## config.mk

```make
export PLATFORM = sky130hd
export DESIGN_NAME = tbsc_ctrl
export DESIGN_NICKNAME = d
export VERILOG_FILES = /design/src/inc/tbsc_pkg.sv /design/src/design/tbsc_ctrl.sv /design/src/design/tbsc_refresh_sync.sv /design/src/design/tbsc_cmd_issue.sv
export SDC_FILE = /design/constraint.sdc
export NUM_CORES = 1
export LEC_CHECK = 0
export ABC_AREA = 1
export BUFFER_PORTS_ARGS = -buffer_cell sky130_fd_sc_hd__buf_4
export CORE_MARGIN = 2
export CORE_UTILIZATION = 52
export CTS_CLUSTER_SIZE = 12
export DETAILED_ROUTE_END_ITERATION = 16
export PLACE_DENSITY_LB_ADDON = 0.1
export SETUP_SLACK_MARGIN = 0.05
export SYNTH_ARGS = -nofsm -noshare
export SYNTH_HDL_FRONTEND = slang
export SYNTH_SLANG_ARGS = --single-unit
```

## constraint.sdc

```tcl
create_clock -name core_clk -period 2.8 [get_ports core_clk]
set_clock_uncertainty 0.2 [all_clocks]
set_input_delay 0.42 -clock core_clk [delete_from_list [all_inputs] [get_ports core_clk]]
set_output_delay 0.42 -clock core_clk [all_outputs]
set_load 0.03 [all_outputs]
```

## src/inc/tbsc_pkg.sv

```systemverilog
// Shared types and constants of the two-bank synchronous DRAM controller.
// Assumes a single 125 MHz core clock and a zero-wait APB register slave.
`default_nettype none
package tbsc_pkg;
  ////////////////////////////////////////////////////////////////////////////
  // Host address decode fields
  localparam int          HOST_AW       = 32;
  localparam logic [4:0]  DRAM_SPACE    = 5'h1c;  // a31..a28 = 1110
  localparam int          SPACE_MSB     = 31;
  localparam int          SPACE_LSB     = 28;
  localparam int          MODE_SEL_BIT  = 27;
  localparam int          BANK_SEL_BIT  = 5;      // 32-byte interleave
  ////////////////////////////////////////////////////////////////////////////
  // DRAM mode word: CAS latency 3, interleaved wrap, burst of 4
  localparam logic [2:0]  MODE_BL4      = 3'h2;
  localparam logic [0:0]  MODE_WRAP_INT = 1'h1;
  localparam logic [2:0]  MODE_CL3      = 3'h3;
  localparam logic [11:0] MODE_WORD     = {5'h00, MODE_CL3, MODE_WRAP_INT, MODE_BL4};
  ////////////////////////////////////////////////////////////////////////////
  // APB register map
  localparam logic [7:0]  CTRL_OFS      = 8'h00;
  localparam logic [7:0]  STATUS_OFS    = 8'h04;
  localparam int          CTRL_RFSH_EN  = 0;
  localparam logic [31:0] CTRL_RESET    = 32'h0000_0001;
  localparam logic [7:0]  DQM_OFF       = 8'hff;
  ////////////////////////////////////////////////////////////////////////////
  // Bank state encoding, Gray steps along the access path
  typedef enum logic [4:0] {
    ST_IDLE  = 5'h00, ST_ACT   = 5'h01, ST_RCD0  = 5'h03, ST_RCD1  = 5'h02,
    ST_CMD   = 5'h06, ST_RC0   = 5'h07, ST_RC1   = 5'h05, ST_RC2   = 5'h04,
    ST_RC3   = 5'h0c, ST_RC4   = 5'h0d,
    ST_MODE0 = 5'h0f, ST_MODE1 = 5'h0e, ST_MODE2 = 5'h0a, ST_MODE3 = 5'h0b,
    ST_MODE4 = 5'h09,
    ST_RF0   = 5'h10, ST_RF1   = 5'h11, ST_RF2   = 5'h13, ST_RF3   = 5'h12,
    ST_RF4   = 5'h16, ST_RF5   = 5'h17, ST_RF6   = 5'h15, ST_RF7   = 5'h14,
    ST_RF8   = 5'h1c, ST_RESET = 5'h18
  } tbsc_state_type;
  typedef enum logic [2:0] {
    CMD_NOP, CMD_ACTIVE, CMD_READ, CMD_WRITE, CMD_PRE_ALL, CMD_MODE_LOAD, CMD_REFRESH
  } tbsc_cmd_type;
  ////////////////////////////////////////////////////////////////////////////
  typedef struct packed {
    logic        ads_n;
    logic [31:0] addr;
    logic        write;
    logic        cache_n;
    logic [7:0]  be_n;
    logic        brdy_in_n;
  } tbsc_host_in_type;
  typedef struct packed {
    logic cs_n;
    logic ras_n;
    logic cas_n;
    logic we_n;
  } tbsc_dram_cmd_type;
  typedef struct packed {
    logic col_sel;
    logic a10_high;
    logic load_mode;
  } tbsc_mux_ctl_type;
  typedef struct packed {
    logic        psel;
    logic        penable;
    logic        pwrite;
    logic [7:0]  paddr;
    logic [31:0] pwdata;
  } tbsc_apb_req_type;
  typedef struct packed {
    logic [31:0] prdata;
    logic        pready;
    logic        pslverr;
  } tbsc_apb_rsp_type;
  ////////////////////////////////////////////////////////////////////////////
  // Access still before its column command
  function automatic logic pre_rc0(input tbsc_state_type st);
    pre_rc0 = (st == ST_ACT) || (st == ST_RCD0) || (st == ST_RCD1) || (st == ST_CMD);
  endfunction : pre_rc0
  // Access still before its read data is out
  function automatic logic pre_rc2(input tbsc_state_type st);
    pre_rc2 = pre_rc0(st) || (st == ST_RC0) || (st == ST_RC1);
  endfunction : pre_rc2
  function automatic tbsc_dram_cmd_type cmd_levels(input tbsc_cmd_type c);
    case (c)
      CMD_ACTIVE:    cmd_levels = 4'b0011;
      CMD_READ:      cmd_levels = 4'b0101;
      CMD_WRITE:     cmd_levels = 4'b0100;
      CMD_PRE_ALL:   cmd_levels = 4'b0010;
      CMD_MODE_LOAD: cmd_levels = 4'b0000;
      CMD_REFRESH:   cmd_levels = 4'b0001;
      default:       cmd_levels = 4'b1111;
    endcase
  endfunction : cmd_levels
endpackage : tbsc_pkg
`default_nettype wire

```

## src/design/tbsc_ctrl.sv

```systemverilog
// Two-bank interleaved synchronous DRAM controller, top level.
// Assumes a pipelined host bus, an external registered address mux,
// an external refresh timer, and APB for the two control registers.
//
// What this block does
// - Mode word programs CAS latency three, interleaved wrap, burst of four.
// - Mode space access precharges both banks, then loads the mode register.
// - A10 high during all-bank precharge, low during mode load, via mux.
// - After configuration assert burst-ready, then honour access and refresh.
// - Burst read on precharged bank takes twelve clocks; next-address after five.
// - Alternating-bank pipelined burst reads overlap for zero-wait cache fills.
// - Bank chosen by address bit 5, so bursts stay in one bank.
// - Pipelined single access to the other bank completes in five clocks.
// - Burst write on precharged bank completes in seven clocks.
// - Pipelined burst writes complete in as few as five clocks.
// - Refresh request is latched and synchronised before bank B samples it.
// - Bank B serves a competing refresh first, then the access.
// - Address lines and strobe decoded within one clock for DRAM space.
// - Write indication sampled in request's first clock for conflict check.
// - One pending flag per bank holds a request until its access starts.
// - Per-bank write and burst flags, plus one refresh-request flag.
// - Each bank outputs a wait indication deferring conflicting starts.
// - Mux row/column select, burst-ready and next-address come from registers.
// - Two independent bank machines share host inputs and DRAM commands.
// - Top bits select DRAM space, a5 picks bank, a27 with a5 mode space.
// - Next-address allows pipelined access; burst-ready ends each transfer.
// - Each command holds the strobes at its levels for exactly one clock.
// - Data masks gate read output buffers and mask bytes on writes.
`default_nettype none
module tbsc_ctrl
  import tbsc_pkg::*;
(
  input  wire logic             core_clk,
  input  wire logic             rstn,
  input  wire tbsc_host_in_type host_in,
  input  wire logic             refresh_req,
  input  wire tbsc_apb_req_type apb_req,
  output tbsc_apb_rsp_type      apb_rsp,
  output logic                  brdy_n,
  output logic                  next_address_n,
  output tbsc_dram_cmd_type     dram_cmd,
  output logic [7:0]            dqm,
  output tbsc_mux_ctl_type      mux_ctl,
  output logic [11:0]           mode_word
);
  ////////////////////////////////////////////////////////////////////////////
  // Host address decode
  wire       space_hit = (host_in.addr[SPACE_MSB:SPACE_LSB] == DRAM_SPACE[4:1])
                         && !host_in.addr[MODE_SEL_BIT];
  wire       ads       = !host_in.ads_n;
  wire       bank_sel  = host_in.addr[BANK_SEL_BIT];
  wire       hit_a     = ads && space_hit && !bank_sel;
  wire       hit_b     = ads && space_hit && bank_sel;
  wire       hit_mode  = ads && (host_in.addr[SPACE_MSB:SPACE_LSB] == DRAM_SPACE[4:1])
                         && host_in.addr[MODE_SEL_BIT] && bank_sel;
  wire       burst_req = !host_in.cache_n;

  ////////////////////////////////////////////////////////////////////////////
  // State and flag registers
  tbsc_state_type st_a_q;
  tbsc_state_type st_a_d;
  tbsc_state_type st_b_q;
  tbsc_state_type st_b_d;
  logic           cfg_done_q;
  logic           pend_a_q;
  logic           pend_b_q;
  logic           req_wr_a_q;
  logic           req_wr_b_q;
  logic           req_bu_a_q;
  logic           req_bu_b_q;
  logic           wr_a_q;
  logic           wr_b_q;
  logic           bu_a_q;
  logic           bu_b_q;
  logic           rfrq_q;
  logic           wait_a_q;
  logic           wait_b_q;
  logic [7:0]     be_n_q;
  logic [31:0]    ctrl_q;
  logic [31:0]    prdata_q;
  logic           brdy_n_q;
  logic           na_n_q;
  logic           rd_ext_q;
  logic [7:0]     dqm_q;
  tbsc_mux_ctl_type mux_q;
  logic           rfsh_pulse;

  ////////////////////////////////////////////////////////////////////////////
  // Refresh request path
  tbsc_refresh_sync u_rfsh (
    .core_clk    (core_clk),
    .rstn        (rstn),
    .refresh_req (refresh_req & ctrl_q[CTRL_RFSH_EN]),
    .ack         (st_b_q == ST_RF8),
    .req_pulse   (rfsh_pulse)
  );

  ////////////////////////////////////////////////////////////////////////////
  // Start conditions. The first-clock write sample decides the conflict
  // check; a pending request uses the write flag latched with it.
  wire       new_a      = hit_a && !pend_a_q;
  wire       new_b      = hit_b && !pend_b_q;
  wire       want_wr_a  = pend_a_q ? req_wr_a_q : host_in.write;
  wire       want_wr_b  = pend_b_q ? req_wr_b_q : host_in.write;
  wire       want_bu_a  = pend_a_q ? req_bu_a_q : burst_req;
  wire       want_bu_b  = pend_b_q ? req_bu_b_q : burst_req;
  wire       go_a       = (st_a_q == ST_IDLE) && (hit_a || pend_a_q) && !rfrq_q
                          && !(wait_b_q && want_wr_a);
  wire       rf_go      = (st_b_q == ST_IDLE) && rfrq_q && (st_a_q == ST_IDLE);
  wire       go_b       = (st_b_q == ST_IDLE) && (hit_b || pend_b_q) && !rfrq_q
                          && !(wait_a_q && want_wr_b);

  // Conflict window of a running access: burst read until idle, single
  // read until data is out, single write until its command is issued.
  function automatic logic busy_for_wr(input tbsc_state_type st, input logic wr,
                                       input logic bu);
    busy_for_wr = wr ? (!bu && pre_rc0(st))
                     : (bu ? (st != ST_IDLE) : pre_rc2(st));
  endfunction : busy_for_wr

  ////////////////////////////////////////////////////////////////////////////
  // Access path shared by both machines
  function automatic tbsc_state_type access_next(input tbsc_state_type st);
    case (st)
      ST_ACT:  access_next = ST_RCD0;
      ST_RCD0: access_next = ST_RCD1;
      ST_RCD1: access_next = ST_CMD;
      ST_CMD:  access_next = ST_RC0;
      ST_RC0:  access_next = ST_RC1;
      ST_RC1:  access_next = ST_RC2;
      ST_RC2:  access_next = ST_RC3;
      ST_RC3:  access_next = ST_RC4;
      default: access_next = ST_IDLE;
    endcase
  endfunction : access_next

  ////////////////////////////////////////////////////////////////////////////
  // Bank A machine: configuration sequence and bank A accesses
  always_comb begin
    case (st_a_q)
      ST_RESET: st_a_d = hit_mode ? ST_MODE0 : ST_RESET;
      ST_MODE0: st_a_d = ST_MODE1;
      ST_MODE1: st_a_d = ST_MODE2;
      ST_MODE2: st_a_d = ST_MODE3;
      ST_MODE3: st_a_d = ST_MODE4;
      ST_MODE4: st_a_d = ST_IDLE;
      ST_IDLE:  st_a_d = go_a ? ST_ACT : ST_IDLE;
      default:  st_a_d = access_next(st_a_q);
    endcase
  end

  ////////////////////////////////////////////////////////////////////////////
  // Bank B machine: refresh and bank B accesses
  always_comb begin
    case (st_b_q)
      ST_RESET: st_b_d = cfg_done_q ? ST_IDLE : ST_RESET;
      ST_IDLE:  st_b_d = rf_go ? ST_RF0 : (go_b ? ST_ACT : ST_IDLE);
      ST_RF0:   st_b_d = ST_RF1;
      ST_RF1:   st_b_d = ST_RF2;
      ST_RF2:   st_b_d = ST_RF3;
      ST_RF3:   st_b_d = ST_RF4;
      ST_RF4:   st_b_d = ST_RF5;
      ST_RF5:   st_b_d = ST_RF6;
      ST_RF6:   st_b_d = ST_RF7;
      ST_RF7:   st_b_d = ST_RF8;
      ST_RF8:   st_b_d = ST_IDLE;
      default:  st_b_d = access_next(st_b_q);
    endcase
  end

  wire start_a = (st_a_q == ST_IDLE) && (st_a_d == ST_ACT);
  wire start_b = (st_b_q == ST_IDLE) && (st_b_d == ST_ACT);

  ////////////////////////////////////////////////////////////////////////////
  // Command selection. Refresh starts only with bank A idle and bank A
  // never starts while refresh is flagged, so the sources cannot collide.
  tbsc_cmd_type cmd_sel;
  always_comb begin
    cmd_sel = CMD_NOP;
    case (st_a_q)
      ST_MODE0: cmd_sel = CMD_PRE_ALL;
      ST_MODE2: cmd_sel = CMD_MODE_LOAD;
      ST_ACT:   cmd_sel = CMD_ACTIVE;
      ST_CMD:   cmd_sel = wr_a_q ? CMD_WRITE : CMD_READ;
      default:  cmd_sel = CMD_NOP;
    endcase
    if (cmd_sel == CMD_NOP) begin
      case (st_b_q)
        ST_RF0:  cmd_sel = CMD_PRE_ALL;
        ST_RF2:  cmd_sel = CMD_REFRESH;
        ST_ACT:  cmd_sel = CMD_ACTIVE;
        ST_CMD:  cmd_sel = wr_b_q ? CMD_WRITE : CMD_READ;
        default: cmd_sel = CMD_NOP;
      endcase
    end
  end

  tbsc_cmd_issue u_cmd (
    .core_clk (core_clk),
    .rstn     (rstn),
    .cmd      (cmd_sel),
    .dram_cmd (dram_cmd)
  );

  ////////////////////////////////////////////////////////////////////////////
  // Host handshake decode. Writes take data before the command because
  // the registered transceivers hold it; reads wait for CAS latency.
  function automatic logic bank_brdy(input tbsc_state_type st, input logic wr,
                                     input logic bu);
    if (wr) begin
      bank_brdy = bu ? (st == ST_RCD0 || st == ST_RCD1 || st == ST_CMD || st == ST_RC0)
                     : (st == ST_RCD0);
    end else begin
      bank_brdy = bu ? (st == ST_RC2 || st == ST_RC3 || st == ST_RC4)
                     : (st == ST_RC2);
    end
  endfunction : bank_brdy

  wire brdy_d  = bank_brdy(st_a_q, wr_a_q, bu_a_q) || bank_brdy(st_b_q, wr_b_q, bu_b_q)
                 || (st_a_q == ST_MODE4) || !host_in.brdy_in_n || rd_ext_q;
  wire na_d    = (st_a_q == ST_RCD1) || (st_b_q == ST_RCD1);
  wire rd_dq   = (!wr_a_q && st_a_q inside {ST_RC0, ST_RC1, ST_RC2, ST_RC3})
                 || (!wr_b_q && st_b_q inside {ST_RC0, ST_RC1, ST_RC2, ST_RC3});
  wire wr_dq_a = wr_a_q && st_a_q inside {ST_CMD, ST_RC0, ST_RC1, ST_RC2};
  wire wr_dq_b = wr_b_q && st_b_q inside {ST_CMD, ST_RC0, ST_RC1, ST_RC2};
  wire [7:0] dqm_d = rd_dq ? 8'h00 : ((wr_dq_a || wr_dq_b) ? be_n_q : DQM_OFF);
  wire col_d   = (st_a_d == ST_CMD) || (st_b_d == ST_CMD);

  ////////////////////////////////////////////////////////////////////////////
  // State, configuration and host output registers
  always_ff @(posedge core_clk or negedge rstn) begin
    if (!rstn) begin
      st_a_q     <= ST_RESET;
      st_b_q     <= ST_RESET;
      cfg_done_q <= 1'b0;
      brdy_n_q   <= 1'b1;
      na_n_q     <= 1'b1;
      rd_ext_q   <= 1'b0;
      dqm_q      <= DQM_OFF;
      mux_q      <= '0;
    end else begin
      st_a_q     <= st_a_d;
      st_b_q     <= st_b_d;
      cfg_done_q <= cfg_done_q | (st_a_q == ST_MODE4);
      brdy_n_q   <= !brdy_d;
      na_n_q     <= !na_d;
      // Last read beat falls one clock past RC4, beyond the state decode
      rd_ext_q   <= (st_a_q == ST_RC4 && !wr_a_q && bu_a_q) || (st_b_q == ST_RC4 && !wr_b_q && bu_b_q);
      dqm_q      <= dqm_d;
      mux_q.col_sel   <= col_d;
      mux_q.a10_high  <= (st_a_d == ST_MODE0) || (st_b_d == ST_RF0);
      mux_q.load_mode <= (st_a_d == ST_MODE2);
    end
  end

  ////////////////////////////////////////////////////////////////////////////
  // Pending, write, burst and refresh flags. A new request for a bank
  // with one pending is dropped, or held with the old flags if that one starts in the same cycle: the host cannot pipeline deeper.
  always_ff @(posedge core_clk or negedge rstn) begin
    if (!rstn) begin
      pend_a_q   <= 1'b0;
      pend_b_q   <= 1'b0;
      req_wr_a_q <= 1'b0;
      req_wr_b_q <= 1'b0;
      req_bu_a_q <= 1'b0;
      req_bu_b_q <= 1'b0;
      rfrq_q     <= 1'b0;
    end else begin
      pend_a_q <= start_a ? (pend_a_q && hit_a) : (pend_a_q || (hit_a && cfg_done_q));
      pend_b_q <= start_b ? (pend_b_q && hit_b) : (pend_b_q || (hit_b && cfg_done_q));
      if (new_a) begin
        req_wr_a_q <= host_in.write;
        req_bu_a_q <= burst_req;
      end
      if (new_b) begin
        req_wr_b_q <= host_in.write;
        req_bu_b_q <= burst_req;
      end
      // A new timer request wins over the clear at the end of refresh
      rfrq_q <= (rfsh_pulse && cfg_done_q) || (rfrq_q && (st_b_q != ST_RF8));
    end
  end

  always_ff @(posedge core_clk or negedge rstn) begin
    if (!rstn) begin
      wr_a_q   <= 1'b0;
      wr_b_q   <= 1'b0;
      bu_a_q   <= 1'b0;
      bu_b_q   <= 1'b0;
      wait_a_q <= 1'b0;
      wait_b_q <= 1'b0;
      be_n_q   <= DQM_OFF;
    end else begin
      if (start_a) begin
        wr_a_q <= want_wr_a;
        bu_a_q <= want_bu_a;
      end
      if (start_b) begin
        wr_b_q <= want_wr_b;
        bu_b_q <= want_bu_b;
      end
      if (start_a || start_b) begin
        be_n_q <= host_in.be_n;
      end
      wait_a_q <= busy_for_wr(st_a_d, start_a ? want_wr_a : wr_a_q,
                              start_a ? want_bu_a : bu_a_q);
      wait_b_q <= busy_for_wr(st_b_d, start_b ? want_wr_b : wr_b_q,
                              start_b ? want_bu_b : bu_b_q);
    end
  end

  ////////////////////////////////////////////////////////////////////////////
  // APB slave, zero wait. Read data is captured in the setup phase.
  wire        apb_setup = apb_req.psel && !apb_req.penable;
  wire        apb_acc   = apb_req.psel && apb_req.penable;
  wire        map_ctrl  = (apb_req.paddr == CTRL_OFS);
  wire        map_stat  = (apb_req.paddr == STATUS_OFS);
  wire [31:0] status_v  = {16'h0000, st_b_q, st_a_q, rfrq_q, wait_b_q, wait_a_q,
                           pend_b_q, pend_a_q, cfg_done_q};
  wire [31:0] rd_mux    = map_ctrl ? ctrl_q : (map_stat ? status_v : 32'h0000_0000);

  always_ff @(posedge core_clk or negedge rstn) begin
    if (!rstn) begin
      ctrl_q   <= CTRL_RESET;
      prdata_q <= 32'h0000_0000;
    end else begin
      if (apb_setup) begin
        prdata_q <= rd_mux;
      end
      if (apb_acc && apb_req.pwrite && map_ctrl) begin
        ctrl_q <= {31'h0000_0000, apb_req.pwdata[CTRL_RFSH_EN]};
      end
    end
  end

  assign apb_rsp.prdata  = prdata_q;
  assign apb_rsp.pready  = 1'b1;
  assign apb_rsp.pslverr = apb_acc && !map_ctrl && !map_stat;

  ////////////////////////////////////////////////////////////////////////////
  assign brdy_n         = brdy_n_q;
  assign next_address_n = na_n_q;
  assign dqm            = dqm_q;
  assign mux_ctl        = mux_q;
  assign mode_word      = MODE_WORD;
endmodule : tbsc_ctrl
`default_nettype wire

```

## src/design/tbsc_refresh_sync.sv

```systemverilog
// Refresh request catcher: latches the timer request, synchronises it and
// gives one pulse per request. Assumes ack arrives once per served refresh.
`default_nettype none
module tbsc_refresh_sync
  import tbsc_pkg::*;
(
  input  wire logic core_clk,
  input  wire logic rstn,
  input  wire logic refresh_req,
  input  wire logic ack,
  output logic      req_pulse
);
  logic req_q;
  logic latch_q;
  logic sync1_q;
  logic sync2_q;
  logic sync3_q;

  always_ff @(posedge core_clk or negedge rstn) begin
    if (!rstn) begin
      req_q   <= 1'b0;
      latch_q <= 1'b0;
      sync1_q <= 1'b0;
      sync2_q <= 1'b0;
      sync3_q <= 1'b0;
    end else begin
      req_q   <= refresh_req;
      // Rising edge only, so a level still high at ack cannot stick
      latch_q <= (refresh_req & ~req_q) | (latch_q & ~ack);
      sync1_q <= latch_q;
      sync2_q <= sync1_q;
      sync3_q <= sync2_q;
    end
  end

  // Edge of the synchronised level, so a held request counts only once
  assign req_pulse = sync2_q & ~sync3_q;
endmodule : tbsc_refresh_sync
`default_nettype wire

```

## src/design/tbsc_cmd_issue.sv

```systemverilog
// DRAM command register: one command in, strobe levels held one clock.
// Assumes the caller presents CMD_NOP between commands.
`default_nettype none
module tbsc_cmd_issue
  import tbsc_pkg::*;
(
  input  wire logic         core_clk,
  input  wire logic         rstn,
  input  wire tbsc_cmd_type cmd,
  output tbsc_dram_cmd_type dram_cmd
);
  tbsc_dram_cmd_type cmd_q;

  always_ff @(posedge core_clk or negedge rstn) begin
    if (!rstn) begin
      cmd_q <= 4'hf;
    end else begin
      cmd_q <= cmd_levels(cmd);
    end
  end

  assign dram_cmd = cmd_q;
endmodule : tbsc_cmd_issue
`default_nettype wire

```

### Word level (Yosys, flattened, before mapping)

Memory sizes are Yosys's and may differ from the RTL's.
Index checks and enable logic that the tools add are counted.

| storage, ports and cells | value |
|---|---|
| bits in registers | 88 |
| bits in read-only memories | 128 |
| output and inout bits | 63 |
| word-level logic and storage cells | 251 |
| memories | 2 |

Memories:

| name | words | width | rd ports | clocked after Yosys merged registers in | write ports | RTL line | text |
|---|---|---|---|---|---|---|---|
| (name not given) | 16 | 4 | 1 | 0 | 0 | tbsc_ctrl.sv:124 | `case (st)` |
| (name not given) | 16 | 4 | 1 | 0 | 0 | tbsc_ctrl.sv:124 |  |

| cells by class | value |
|---|---|
| eq/ne operators | 58 |
| multiplexer cells | 39 |
| bitwise operators | 9 |
| reduce and logical (&&, ||, !) cells | 108 |

Operator list:

| operator | number |
|---|---|
| 5-bit by 3-bit == test with 1-bit output (second input constant) | 14 |
| 5-bit == test (second input constant) | 12 |
| 5-bit by 4-bit == test with 1-bit output (second input constant) | 11 |
| 5-bit one-hot mux with 11 select lines | 1 |
| 1-bit logical AND | 43 |
| 5-bit by 2-bit == test with 1-bit output (second input constant) | 8 |
| 1-bit logical OR | 36 |
| 5-bit one-hot mux with 7 select lines | 1 |
| 16-bit 2-to-1 mux | 2 |
| 5-bit 2-to-1 mux | 5 |
| 1-bit 2-to-1 mux | 24 |
| 3-bit one-hot mux with 4 select lines | 2 |
| 4-bit one-hot mux with 6 select lines | 1 |
| 5-bit by 1-bit == test with 1-bit output (second input constant) | 4 |
| 1-bit logical NOT | 19 |
| 8-bit 2-to-1 mux | 2 |
| 4-bit nonzero test | 4 |
| 5-bit logical NOT | 2 |
| 5-bit nonzero test | 2 |
| 3-bit == test (second input constant) | 3 |
| 8-bit by 3-bit == test with 1-bit output (second input constant) | 1 |
| 8-bit logical NOT | 1 |
| 3-bit by 2-bit == test with 1-bit output (second input constant) | 2 |
| 5-bit inequality test (second input constant) | 1 |
| other kinds (7) | 13 |

### Logic depth before layout (Yosys ltp)

| logic depth | value |
|---|---|
| word-level depth | 19 |
| mapped depth | 14 |

### By module

A second synthesis with hierarchy kept.

| second synthesis, totals | value |
|---|---|
| cell total of the unflattened synthesis | 478 |
| area, all modules | 3910.0 µm² |

By module, submodules not included:

| module | instances | cells an instance | area an instance (µm²) | sequential area each (µm²) |
|---|---|---|---|---|
| tbsc_ctrl | 1 | 451 | 3595.9 | 1605.3 |
| tbsc_cmd_issue | 1 | 15 | 162.7 | 105.1 |
| tbsc_refresh_sync | 1 | 12 | 151.4 | 125.1 |

### Worst setup path after synthesis

Ideal clock, no wire load.

| path | value |
|---|---|
| path kind | reg2reg |
| from | reg st_a_q[3] |
| to | reg u_cmd.cmd_q, in the netlist u_cmd.dram_cmd[0] |
| arrival time | 1.500 ns |
| data required time | 2.516 ns |
| slack | 1.016 ns |
| cell stages (with the launch flop) | 13 |
| period minus slack after synthesis | 1.784 ns |
| path through | dfstp_2 buf_2 inv_2 nor2_2 nand3_1 nand2_1 nor2_1 nand2_1 nand2_1 nand2_1 nand2_1 nand2_1 nand3_1 |

| between the ends | value |
|---|---|
| word-level cells in the longest chain between the ends | 6 |
| elaborated cells on any way between the ends | 14 |
| classes of those cells | 10 x eq/ne; 3 x mux; 1 x reduce/logical |

Ends and longest elaborated chain:

| item | RTL line | text |
|---|---|---|
| start, declared | tbsc_ctrl.sv:60 | `tbsc_state_type st_a_q;` |
| start signal, assigned | tbsc_ctrl.sv:242 | `st_a_q <= st_a_d;` |
| 5-bit by 3-bit == test with 1-bit output (tied with other cells) | tbsc_ctrl.sv:180 | `case (st_a_q)` |
| 3-bit one-hot mux with 4 select lines * | tbsc_ctrl.sv:180 |  |
| 3-bit logical NOT | tbsc_ctrl.sv:187 | `if (cmd_sel == CMD_NOP) begin` |
| 3-bit 2-to-1 mux * | tbsc_ctrl.sv:187 |  |
| 3-bit == test (tied with other cells) | tbsc_pkg.sv:83 | `case (c)` |
| 4-bit one-hot mux with 6 select lines * | tbsc_pkg.sv:83 |  |
| end signal, assigned | tbsc_cmd_issue.sv:18 | `cmd_q <= cmd_levels(cmd);` |
| end, declared | tbsc_cmd_issue.sv:12 | `tbsc_dram_cmd_type cmd_q;` |

Mark *: on every way between the ends. The rest lies on a longest branch, timed or not.
A chain may end at the register's enable or synchronous reset.

### Worst setup path in the final report

| path | value |
|---|---|
| from | reg st_b_q[3] |
| to | reg u_cmd.cmd_q, in the netlist u_cmd.dram_cmd[1] |

| between the ends | value |
|---|---|
| word-level cells in the longest chain between the ends | 5 |
| elaborated cells on any way between the ends | 13 |
| classes of those cells | 10 x eq/ne; 3 x mux |

Ends and longest elaborated chain:

| item | RTL line | text |
|---|---|---|
| start, declared | tbsc_ctrl.sv:62 | `tbsc_state_type st_b_q;` |
| start signal, assigned | tbsc_ctrl.sv:243 | `st_b_q <= st_b_d;` |
| 5-bit by 3-bit == test with 1-bit output (tied with other cells) | tbsc_ctrl.sv:188 | `case (st_b_q)` |
| 3-bit one-hot mux with 4 select lines * | tbsc_ctrl.sv:188 |  |
| 3-bit 2-to-1 mux * | tbsc_ctrl.sv:187 |  |
| 3-bit == test (tied with other cells) | tbsc_pkg.sv:83 |  |
| 4-bit one-hot mux with 6 select lines * | tbsc_pkg.sv:83 |  |

Marks and branches as above.

==> impl_summary.log <==
[metrics] top_reg_cell synth: sky130_fd_sc_hd__dfrtp_1
[metrics] DRC violations left: 0
[metrics] number of warning messages in the yosys log: 0
[metrics] final routed wirelength across all metal layers: 8.59 mm
[metrics] cell area after layout: 4430 µm²
[metrics] number of instances in the synthesized netlist: 467
[metrics] largest net degree at the start of global routing: 73
[metrics] Syn-to-layout area delta: 17.1%
[metrics] multiplexer fraction of the synthesized cell area: 0%
[metrics] CTS buffer count: 9
[metrics] post-synthesis sequential element count: 72
[metrics] fin. max-slew vios: 0
[metrics] number of filler instances in the final layout: 690
[metrics] proportion of layout cells with a drive suffix above 1: 24.7%
[metrics] library cell occupying the most area in the post-synthesis netlist: sky130_fd_sc_hd__dfrtp_1
[metrics] Pint: 2.52 mW
[metrics] category of the worst setup path launch point: flip-flop
[metrics] DP Area: 4220 µm²
[metrics] post-route insts no fill: 634
[metrics] clock tree sinks: 72
[metrics] count of flip-flops with a built-in enable after synthesis: 0
[metrics] Worst Setup Slack, final: 0.745 ns
[metrics] post-synthesis share of cell area spent on full adders, half adders and majority gates: 0%
[metrics] period utilization: 73.4%
[metrics] number of nets still failing antenna checks after routing: 0
[metrics] GRT Util Overall: 22.8%
[metrics] relative contribution of sequential cells to total power: 38.6%
[metrics] cell chosen for the clock root: sky130_fd_sc_hd__clkbuf_8
[metrics] violated checks: negative hold slack
[metrics] wire length of the first global-routing pass: 13.6 mm
[metrics] f_max: 487 MHz
[metrics] count of vias placed by the detailed router: 3176
[metrics] floorplan die height: 89.3 µm
[metrics] number of global-route vias before repair: 2881
[metrics] Final min period: 2.06 ns
[metrics] maximum level of the CTS H-tree: 3
[metrics] initial antenna violation count: 0
[metrics] deepest clock path buffer count: 2
[metrics] area fraction in and, or, nand and nor cells after synthesis: 25.0%
[metrics] power dissipated by switching net loads: 1.90 mW
[metrics] Setup TNS Final: 0 ns
[metrics] unrepaired setup endpoints after global routing: no
[metrics] R2R Path Start: st_b_q[3]
[metrics] cell leakage power: 2.29 nW
[metrics] min-delay worst type: input pin to asynchronous set/reset pin
[metrics] tightest slew margin relative to the limit: 40.8%
[metrics] clock latency of the later-clocked register in the worst-skew pair: 0.36 ns
[metrics] x dimension of the die: 89.3 µm
[metrics] largest vdd supply drop: 0.539 mV
[metrics] placed cell count: 618
[metrics] Congestion Overflow GR: 0
[metrics] share of the synthesized netlist area taken by xor and xnor gates: 0%
[metrics] Worst Path Class, Setup: flip-flop to flip-flop
[metrics] number of iterations in the first detailed-routing pass: 4
[metrics] initial standard-cell utilization of the core: 53.0%
[metrics] average vias per placed instance: 5.01
[metrics] max-cap check violation count: 0
[metrics] Post-Place Worst Slack: 0.760 ns
[metrics] hold-fix buffer count after cts: 0
[metrics] top-area cell type share of the netlist area: 29.8%
[metrics] post-synthesis cell area: 3780 µm²
[metrics] count of different cell masters after synthesis: 34
[metrics] data required time at the worst endpoint: 2.88 ns
[metrics] fraction of the yosys area taken by sequential cells: 48.6%
[metrics] cell depth of the worst flop-to-flop path: 11
[metrics] final core area utilization: 62.0%
[metrics] die area: 7970 µm²
[metrics] largest family of logic cells by synthesized area: simple AND/OR/NAND/NOR gates
[metrics] most numerous cell types in the synthesized netlist: sky130_fd_sc_hd__nand2_1, sky130_fd_sc_hd__inv_1, sky130_fd_sc_hd__dfrtp_1
[metrics] final weighted congestion in routability-driven placement: 0.899
[metrics] setup bufs post-CTS: 0
[metrics] CP Capture Type: flip-flop
[metrics] result of the run: finished with violations
[metrics] sw frac: 43.0%
[metrics] Compound-Gate Fraction of Synth Area: 12.3%
[metrics] Clock Pin Slew Worst Setup and Hold Paths: 0.08 ns
[metrics] data arrival time at the worst-slack endpoint: 2.14 ns
[metrics] setup slack of the worst register-to-register path: 0.74 ns
[metrics] number of nets in the layout: 620
[metrics] clock tree from TritonCTS: yes
[metrics] WL per Instance: 13.6 µm
[metrics] sum of net half-perimeters after detailed placement: 6.34 mm
[metrics] cell types with the largest area share after synthesis: sky130_fd_sc_hd__dfrtp_1, sky130_fd_sc_hd__dfstp_2, sky130_fd_sc_hd__nand2_1
[metrics] Power, Total: 4.42 mW
[metrics] number of gates resized after cts: 0
[metrics] setup violators final: 0
[metrics] Iteration-0 DRC Markers: 223
[metrics] maximum fanout encountered on the critical timing path: 9
[metrics] combinational share of power: 42.1%
[metrics] Floorplan Core Area: 7140 µm²
[metrics] Diodes inserted: 0
[metrics] Top Ports: 153
[metrics] critical register-to-register path endpoint: u_cmd.dram_cmd[1]
[metrics] most used standard cell by instance count after synthesis: sky130_fd_sc_hd__nand2_1
[metrics] power per cell area: 998 nW/µm²
[metrics] Syn Area/Cell: 8.09 µm²
[metrics] count of final hold-check violations: 29
[metrics] input/output buffers: 66
[metrics] clock network fraction of design power: 19.2%
[metrics] Cell Rows: 31
[metrics] async set-reset flop share out of synthesis: 100%
[metrics] worst-margin pin slew: 0.888 ns
[metrics] minimum hold slack: -0.0161 ns
-- layout make-up --
class	count	area, µm²	area share (%)
sequential	72	1840	41.5
multi-input combinational	318	1520	34.4
timing repair buffer	67	503	11.4
inverter	62	233	5.26
clock buffer	12	188	4.24
tap	99	124	2.80
clock inverter	4	22.5	0.509
-- flip-flops by register name, indices dropped and copies added (netlist names), 3 cells and up --
register / count
prdata_q: 16
u_cmd.dram_cmd: 4
dqm: 8
st_a_q: 5
be_n_q: 8
st_b_q: 5
mux_ctl: 3
-- critical path: stages, from the launching register on --
cell	delay (ns)
sky130_fd_sc_hd__dfstp_2	0.65
sky130_fd_sc_hd__inv_1	0.13
sky130_fd_sc_hd__nand2_1	0.14
sky130_fd_sc_hd__nor2_2	0.06
sky130_fd_sc_hd__nand2_1	0.11
sky130_fd_sc_hd__o21ai_0	0.14
sky130_fd_sc_hd__nand2_1	0.14
sky130_fd_sc_hd__nand2_1	0.10
sky130_fd_sc_hd__nand2_1	0.07
sky130_fd_sc_hd__nand2_1	0.07
sky130_fd_sc_hd__nand2_1	0.11
sky130_fd_sc_hd__nand3_1	0.08
-- power by group through the flow --
stage | Sequential (mW) | Clock [mW] | Combinational, mW
after global routing | 1.75 | 0.913 | 2.09
after CTS | 1.70 | 0.868 | 1.87
after detailed placement | 1.72 | 0 | 1.86
after floorplan | 1.81 | 0 | 1.29
after global placement | 1.72 | 0 | 1.84
final | 1.71 | 0.850 | 1.86
-- logic make-up (layout without fill, tap and decap cells) --
kind of cell           Yosys count  after routing
and+or+nand+nor                210            210
buffers and inverters          104            145
AOI/OAI and AO/OA               79             79
DFF                             72             72
other                            2             29
-- how the worst max path moves through the flow --
stage                     slack [ns]                end      start  cells past startpoint
after detailed placement        0.76  u_cmd.dram_cmd[1]  st_b_q[3]                     11
after global routing            0.56  u_cmd.dram_cmd[1]  st_b_q[3]                     11
after global placement          0.79             dqm[4]  st_b_q[1]                      8
after floorplan                 1.02  u_cmd.dram_cmd[0]  st_a_q[3]                     12
after CTS                       0.75  u_cmd.dram_cmd[1]  st_b_q[3]                     11
final                           0.74  u_cmd.dram_cmd[1]  st_b_q[3]                     11
-- routing by layer --
layer  part of all wire [%]  vias up  global-route usage (%)
met5                      0        -                       0
met4                    1.6        0                    7.33
met3                    6.9       14                    6.09
met2                     46      103                    35.9
met1                     45     1483                    30.7
li1                       -     1576                       -
-- cell usage in the layout (no fill, tap or decap), drive strengths merged --
cell / instances
nand3b: 4
conb: 29
clkinv: 3
clkbuf: 12
o31ai: 15
nor3: 5
nand2: 115
o21ai: 31
dfstp: 27
a21o: 1
nor2: 41
nor3b: 2
inv: 62
o32ai: 1
a32oi: 1
a211oi: 2
nor4: 1
o211ai: 4
clkinvlp: 1
buf: 67
nand4: 7
dfrtp: 45
o21bai: 1
o22ai: 1
nand3: 34
a21oi: 22
and2: 1
(Power assumes the default switching activity.)
